===== config.mk =====
export PLATFORM = sky130hd
export DESIGN_NAME = eipl_top
export DESIGN_NICKNAME = d
export VERILOG_FILES = /design/src/eipl_pkg.sv /design/src/eipl_top.sv
export SDC_FILE = /design/constraint.sdc
export NUM_CORES = 1
export LEC_CHECK = 0
export BUFFER_PORTS_ARGS = -buffer_cell sky130_fd_sc_hd__clkbuf_2
export CAP_MARGIN = 20
export CORE_ASPECT_RATIO = 1.25
export CORE_MARGIN = 2
export CORE_UTILIZATION = 40
export DETAILED_ROUTE_END_ITERATION = 6
export GPL_ROUTABILITY_DRIVEN = 1
export GPL_TIMING_DRIVEN = 0
export PLACE_DENSITY = 0.91
export REMOVE_ABC_BUFFERS = 1
export SYNTH_ARGS = -nofsm -noshare
export SYNTH_HDL_FRONTEND = slang
export SYNTH_SLANG_ARGS = --single-unit

===== constraint.sdc =====
create_clock -name clock -period 3.6 [get_ports clock]
set_clock_uncertainty 0.1 [all_clocks]
set_input_delay 0.54 -clock clock [delete_from_list [all_inputs] [get_ports clock]]
set_output_delay 0.54 -clock clock [all_outputs]
set_load 0.02 [all_outputs]

===== src/eipl_pkg.sv =====
// Constants, register map and carrier types for the external pin interrupt latch.
// Assumes a 100 MHz system clock and an APB master with 32-bit data.
package eipl_pkg;

  // ==========================================================
  // Register map (byte addresses)
  localparam logic [7:0] EIPL_OFS_CTRL  = 8'h00;
  localparam logic [7:0] EIPL_OFS_EVST  = 8'h04;
  localparam logic [7:0] EIPL_OFS_EVMSK = 8'h08;

  // ==========================================================
  // Control/status register fields
  localparam int EIPL_BIT_MODE = 0;
  localparam int EIPL_BIT_MASK = 1;
  localparam int EIPL_BIT_ACK  = 2;
  localparam int EIPL_BIT_PEND = 3;

  // ==========================================================
  // Event status / event mask fields
  localparam int EIPL_EV_LATCH = 0;
  localparam int EIPL_EV_ACK   = 1;
  localparam int EIPL_EV_W     = 2;

  // ==========================================================
  // Reset values
  localparam logic              EIPL_RST_MODE  = 1'b0;
  localparam logic              EIPL_RST_MASK  = 1'b0;
  localparam logic [EIPL_EV_W-1:0] EIPL_RST_EVMSK = 2'h0;

  // ==========================================================
  // Service routine vector pair
  localparam logic [15:0] EIPL_VEC_HI_ADDR = 16'hFFFA;
  localparam logic [15:0] EIPL_VEC_LO_ADDR = 16'hFFFB;

  // ==========================================================
  // Carrier types
  typedef struct packed {
    logic        psel;
    logic        penable;
    logic        pwrite;
    logic [7:0]  paddr;
    logic [31:0] pwdata;
  } eipl_apb_req_t;

  typedef struct packed {
    logic        pready;
    logic [31:0] prdata;
    logic        pslverr;
  } eipl_apb_rsp_t;

endpackage : eipl_pkg


===== src/eipl_top.sv =====
// External pin interrupt latch: one active-low pin, edge or edge+level
// sensing, vector-fetch and software acknowledge, mask, APB registers.
// Assumes the pin is asynchronous and all other inputs are synchronous
// to clock; vector_fetch is a one-cycle pulse from the CPU.
//
// The APB slave port and the address map are this design's own decisions.
`timescale 1ns/1ps

module eipl_top
  import eipl_pkg::*;
(
  // Clock and reset
  input  wire logic          clock,
  input  wire logic          rst_n,
  // APB slave
  input  wire eipl_apb_req_t apb_req,
  output eipl_apb_rsp_t      apb_rsp,
  // External pin
  input  wire logic          ext_int_pin_n,
  // CPU side
  input  wire logic          vector_fetch,
  input  wire logic          break_state,
  input  wire logic          break_clear_enable,
  output logic               irq_request,
  output logic [15:0]        vector_addr,
  output logic               pin_level,
  // System interrupt
  output logic               irq
);

  // ==========================================================
  // State
  typedef struct packed {
    logic                 sync1;
    logic                 sync2;
    logic                 sync3;
    logic                 latch;
    logic                 acked;
    logic                 mode;
    logic                 mask;
    logic [EIPL_EV_W-1:0] evst;
    logic [EIPL_EV_W-1:0] evmsk;
    logic                 rdy;
    logic [31:0]          rdata;
    logic                 err;
  } eipl_state_t;

  localparam eipl_state_t EIPL_RST_STATE = '{
    sync1: 1'b1, sync2: 1'b1, sync3: 1'b1,
    latch: 1'b0, acked: 1'b0,
    mode:  EIPL_RST_MODE, mask: EIPL_RST_MASK,
    evst:  '0, evmsk: EIPL_RST_EVMSK,
    rdy:   1'b0, rdata: '0, err: 1'b0
  };

  eipl_state_t st_r;
  eipl_state_t st_nxt;

  // ==========================================================
  // Decode helpers
  function automatic logic is_mapped(input logic [7:0] a);
    is_mapped = (a == EIPL_OFS_CTRL) || (a == EIPL_OFS_EVST) ||
                (a == EIPL_OFS_EVMSK);
  endfunction : is_mapped

  function automatic logic [31:0] ctrl_word(input logic mode, input logic mask,
                                            input logic pend);
    ctrl_word = '0;
    ctrl_word[EIPL_BIT_MODE] = mode;
    ctrl_word[EIPL_BIT_MASK] = mask;
    ctrl_word[EIPL_BIT_PEND] = pend;
  endfunction : ctrl_word

  // ==========================================================
  // Combinational terms
  logic pin_low;
  logic fall_edge;
  logic access;
  logic done;
  logic wr_ctrl;
  logic rd_evst;
  logic sw_ack_req;
  logic sw_ack;
  logic any_ack;
  logic set_ev;

  always_comb begin
    pin_low    = ~st_r.sync2;
    fall_edge  = st_r.sync3 & ~st_r.sync2;
    access     = apb_req.psel & apb_req.penable;
    done       = access & st_r.rdy;
    wr_ctrl    = done & apb_req.pwrite & (apb_req.paddr == EIPL_OFS_CTRL);
    rd_evst    = done & ~apb_req.pwrite & (apb_req.paddr == EIPL_OFS_EVST);
    sw_ack_req = wr_ctrl & apb_req.pwdata[EIPL_BIT_ACK];
    // Break protects the latch from software acknowledge unless clearing is enabled
    sw_ack     = sw_ack_req & (~break_state | break_clear_enable);
    any_ack    = vector_fetch | sw_ack;
    set_ev     = fall_edge | (st_r.mode & pin_low);
  end

  // ==========================================================
  // Next state
  always_comb begin
    st_nxt = st_r;

    // Two-flop synchroniser, third flop only for the edge history
    st_nxt.sync1 = ext_int_pin_n;
    st_nxt.sync2 = st_r.sync1;
    st_nxt.sync3 = st_r.sync2;

    // Request latch: setting wins over any acknowledge
    if (set_ev) begin
      st_nxt.latch = 1'b1;
    end else if (any_ack || st_r.acked) begin
      st_nxt.latch = 1'b0;
    end

    // Level mode: remember an acknowledge taken while the pin is low
    st_nxt.acked = st_r.mode & pin_low & st_r.latch &
                   (any_ack | st_r.acked);

    // Control writes
    if (wr_ctrl) begin
      st_nxt.mode = apb_req.pwdata[EIPL_BIT_MODE];
      st_nxt.mask = apb_req.pwdata[EIPL_BIT_MASK];
    end
    if (done && apb_req.pwrite && apb_req.paddr == EIPL_OFS_EVMSK) begin
      st_nxt.evmsk = apb_req.pwdata[EIPL_EV_W-1:0];
    end

    // Sticky events; read clears, a new event in the same cycle wins
    if (rd_evst) begin
      st_nxt.evst = '0;
    end
    if (st_nxt.latch && !st_r.latch) begin
      st_nxt.evst[EIPL_EV_LATCH] = 1'b1;
    end
    if (any_ack && st_r.latch) begin
      st_nxt.evst[EIPL_EV_ACK] = 1'b1;
    end

    // APB: one wait cycle, read data captured into a flop
    st_nxt.rdy = access & ~st_r.rdy;
    if (access && !st_r.rdy) begin
      st_nxt.err = ~is_mapped(apb_req.paddr);
      case (apb_req.paddr)
        EIPL_OFS_CTRL: begin
          st_nxt.rdata = ctrl_word(st_r.mode, st_r.mask, st_r.latch);
        end
        EIPL_OFS_EVST: begin
          st_nxt.rdata = {{(32-EIPL_EV_W){1'b0}}, st_r.evst};
        end
        EIPL_OFS_EVMSK: begin
          st_nxt.rdata = {{(32-EIPL_EV_W){1'b0}}, st_r.evmsk};
        end
        default: begin
          st_nxt.rdata = '0;
        end
      endcase
    end
  end

  // ==========================================================
  // Register the state
  always_ff @(posedge clock) begin
    if (!rst_n) begin
      st_r <= EIPL_RST_STATE;
    end else begin
      st_r <= st_nxt;
    end
  end

  // ==========================================================
  // Outputs
  always_comb begin
    apb_rsp.pready  = st_r.rdy;
    apb_rsp.prdata  = st_r.rdata;
    apb_rsp.pslverr = st_r.rdy & st_r.err;
    irq_request     = st_r.latch & ~st_r.mask;
    vector_addr     = EIPL_VEC_HI_ADDR;
    pin_level       = st_r.sync2;
    irq             = |(st_r.evst & st_r.evmsk);
  end
endmodule : eipl_top


Word level (Yosys, flattened, before mapping) --
Index checks and enable logic that the tools add are counted.
Storage, ports and cells: bits in registers 45, input port bits 49, output and inout bits 53, logic and storage cells 61
Cells by class: equality and inequality tests 2, mux-type cells 6, bitwise gates (word level) 26, reduce and logical (&&, ||, !) cells 14
Operators by type and width (count):
- AND 1 bit | 15
- one-hot mux 4 bit (3 select lines) | 1
- == test 8 x 3 -> 1 bit, second input constant | 1
- == test 8 x 4 -> 1 bit, second input constant | 1
- logical NOT 8 bit | 1
- inverter 1 bit | 6
- logical AND 1 bit | 5
- 2-to-1 mux 1 bit | 4
- OR 1 bit | 4
- nonzero test 2 bit | 2
- logical OR 1 bit | 3
- AND 2 bit | 1
- logical NOT 1 bit | 2
- 2-to-1 mux 2 bit | 1
- OR reduction 2 bit | 1

Longest topological paths before layout --
depth after elaboration 12, depth in mapped cells 5, mapped depth without buffers 4

Least setup slack after synthesis --
OpenSTA, ideal clock, no wires.
path kind input port to flip-flop, start in apb_req[37] (netlist name), end reg st_r[40] (netlist name), library setup time 0.061 ns, arrival time 1.774 ns, required time 3.439 ns, slack 1.665 ns, stages 4, buffers on the path 0, cells stage by stage or4_4 nor4_4 a211o_1 and4_1
On the way: longest elaborated chain between the ends 7
Ends and longest elaborated chain:
- from (decl) | line eipl_top.sv:16 | input wire eipl_apb_req_t apb_req,
- logical NOT 8 bit | line eipl_top.sv:92 | wr_ctrl = done & apb_req.pwrite & (apb_req.paddr == EIPL_OFS_CTRL);
- AND 1 bit | line eipl_top.sv:92
- AND 1 bit | line eipl_top.sv:94 | sw_ack_req = wr_ctrl & apb_req.pwdata[EIPL_BIT_ACK];
- AND 1 bit | line eipl_top.sv:96 | sw_ack = sw_ack_req & (~break_state | break_clear_enable);
- OR 1 bit | line eipl_top.sv:97 | any_ack = vector_fetch | sw_ack;
- OR 1 bit | line eipl_top.sv:120 | (any_ack | st_r.acked);
- AND 1 bit | line eipl_top.sv:119 | st_nxt.acked = st_r.mode & pin_low & st_r.latch &
- to (signal assigned) | line eipl_top.sv:169 | st_r <= st_nxt;
- to (decl) | line eipl_top.sv:56 | eipl_state_t st_r;
No other way between the ends. A chain may end at the register's enable or synchronous reset.

Final worst setup path --
Same ends and word-level chain as after synthesis.

==> metrics <==
status=finished clean; Setup TNS Final=0 ps; initial DRC count=11; P_int=roughly 0.00026 W; largest family of logic cells by synthesized area=buffers and inverters; Critical path destination=st_r[40]; Fin Hold WS=330 ps; Die Ht=roughly 63 um; core area=about 2700 um^2; reg2reg setup slack=2200 ps; post-synthesis compound-gate area fraction=between 10% and 20%; Max rail drop VDD=~0.35 mV; mux cell area share after synthesis=5.43%; layout cell share with drive strength beyond 1=22.9%; fillers=~290; initial antenna violation count=0; placed cell area=approximately 1100 um^2; R2R Path End=apb_rsp[1]; pin count of the biggest net entering global routing=13; min cycle time layout=roughly 1800 ps; Setup crit start=apb_req[37]; max cap viols=0; CP required=3740 ps; unrepaired setup endpoints after global routing=no; final core occ=a little over two fifths; number of diodes=0; Initial Util=about two fifths; Critical Path, Cell by Cell=clkbuf_2, or4_4, nor4_4, a211o_1, and4_1; vias=approximately 800; Leakage Power=between 0.5 and 0.6 nW; register area share after synthesis=between 20 and 30%; # rows=21; Fmax=roughly 540 MHz; fin crit share=between 50% and 60%; TritonCTS buffer count=3; Unique masters post-synth=31; Setup crit start kind=input port; post-route design area=between 1000 and 1500 um^2; switching part of the total=between 30% and 40%; Crit Reg-Reg Startpoint=apb_rsp[33]; final setup fails=0; number of global-route vias before repair=757; Post-CTS Setup Repair Bufs=0; drt wl/cell=between 10 and 15 um; Detail Route Antenna Nets=0; CP Class=in2reg; Clock Root Buffer=clkbuf_4; DR DRC count=0; CTS tree=built; global-route wire length before repair=slightly below 3000 um; Final Max Slew Viols=0; WL final=~1900 um; Yosys reg bits=16; hold buffer count at CTS=0; worst path arrival time=roughly 2000 ps; post-cts sizing count=0; IO buf count=27; Comb pwr share=~20%; First-pass DRT Iterations=4; I/O Pins=between 100 and 150; CP max FO=4; GP Congestion=~0.93; worst skew pair latency=290 ps; CTS clock-pin slew for the worst setup and hold paths=about 90 ps; area delta synth->final=-0.0000904%; Sequential Area=between 300 and 400 um^2; syn avg cell area=8.51 um^2; Slowest cell on crit path=or4_4; Gate Count Post-Synth=130; # nets final=203; synthesized-area fraction occupied by adder cells=0%; clock buffer depth=2; total gr overflow=0; Hold WC Path Type=in2reg; crit-path max cell delay=580 ps; Final Hold Viols=0; reg2reg path depth=4; H-tree depth=1; total track usage=11.8%; Netlist Area Pre-Place=between 1000 and 1500 um^2; simple-gate share of the synthesized area=18.7%; Setup crit end kind=flop; sequential power share=between 40% and 50%; die area=roughly 3200 um^2; Sw Pwr=0.000121 W; post-DR vias/cell=roughly 4.3; Clk pwr share=31.1%; multi-input logic area=557 um^2; Die X=~51 um; XOR/XNOR Fraction of Synth Area=0%; Synth Warn #=0; Clock Sink Count=16; post-DP HPWL=between 1500 and 2000 um; pwr dens=approximately 340 nW/um^2
layout by cell type (no fill, tap or decap), types with 2 or more instances in the layout:
| master | count |
|---|---|
| nand2_1 | 12 |
| clkbuf_4 | 3 |
| nor2_1 | 8 |
| dfxtp_1 | 16 |
| a22oi_1 | 2 |
| clkbuf_2 | 27 |
| conb_1 | 45 |
| o21ai_0 | 3 |
| mux2i_1 | 6 |
| nand2b_1 | 3 |
| inv_1 | 4 |
| nand4_1 | 2 |
| o2bb2ai_1 | 2 |
| nor2b_1 | 2 |
final cells by class:
class                      count  share of cell area [%]
tap                           34                    3.85
multi-input combinational    102                    50.3
inverter                       4                    1.36
timing repair buffer          27                    12.2
clock buffer                   4                    3.28
sequential                    16                    29.0
power groups by stage:
| stage | Combinational (W) | Clock, W | Sequential (W) |
|---|---|---|---|
| after floorplan | 0.0000559 | 0 | 0.000188 |
| after global placement | 0.0000755 | 0 | 0.000188 |
| after detailed placement | 0.0000764 | 0 | 0.000188 |
| after CTS | 0.0000765 | 0.000118 | 0.000184 |
| after global routing | 0.0000841 | 0.000125 | 0.000184 |
| final | 0.0000774 | 0.000118 | 0.000184 |
registers in the layout, summed over array words and instances (netlist names):
name       flops
st_r          10
apb_rsp        4
pin_level      1
st_nxt         1
worst min-delay path by stage:
stage	start	endpoint	slack (ps)	depth (start not counted)
after floorplan	st_nxt[43]	pin_level	290	1
after global placement	st_nxt[43]	pin_level	290	1
after detailed placement	st_nxt[43]	pin_level	320	1
after CTS	ext_int_pin_n	st_nxt[43]	340	2
after global routing	ext_int_pin_n	st_nxt[43]	330	2
final	ext_int_pin_n	st_nxt[43]	330	2
metal layers:
layer,vias to the layer above,global-route usage [%],part of all wire [%]
met5,-,0,0
met4,0,6.08,1.8
met3,4,0.957,8.8
met2,43,22.7,53
met1,372,11.9,36
li1,385,-,-
Yosys cell counts:
library cell | n | area [um^2]
a2111oi_4 | 1 | 27.5
a211o_1 | 1 | 8.76
a21oi_1 | 1 | 5.00
a22o_1 | 1 | 8.76
a22oi_1 | 2 | 15.0
a41o_1 | 1 | 10.0
and2_1 | 1 | 6.26
and3_1 | 1 | 6.26
and4_1 | 1 | 8.76
buf_4 | 49 | 368
clkbuf_1 | 2 | 7.51
conb_1 | 2 | 7.51
dfxtp_1 | 16 | 320
inv_1 | 4 | 15.0
mux2i_1 | 6 | 60.1
nand2_1 | 12 | 45.0
nand2b_1 | 3 | 18.8
nand3_1 | 1 | 5.00
nand3b_1 | 1 | 7.51
nand4_1 | 2 | 12.5
nor2_1 | 8 | 30.0
nor2b_1 | 2 | 12.5
nor3_1 | 1 | 5.00
nor4_4 | 1 | 21.3
nor4bb_1 | 1 | 10.0
o211ai_1 | 1 | 7.51
o21ai_0 | 3 | 15.0
o22ai_1 | 1 | 6.26
o2bb2ai_1 | 2 | 17.5
or2_2 | 1 | 6.26
or4_4 | 1 | 11.3
per-stage QoR:
stage          power (W)  worst slack, ps  cells
2_1_floorplan   0.000244             1660    122
3_3_place_gp    0.000263             1470    183
3_5_place_dp    0.000264             1450    183
4_1_cts         0.000378             1750    187
5_1_grt         0.000393             1700    187
6_report        0.000379             1750    187
kinds of logic after synthesis:
logic type,after synthesis
buffers and inverters,55
and+or+nand+nor,37
DFF,16
AOI/OAI and AO/OA,14
muxes,6
other,2
worst max-delay path: cells and delay by family:
family / cells / cell delay [ps]
buffers and inverters: 1 / 80
AO/OA/AOI/OAI: 1 / 190
AND/OR/NAND/NOR: 3 / 1170
Power figures use the tool's default switching activity.
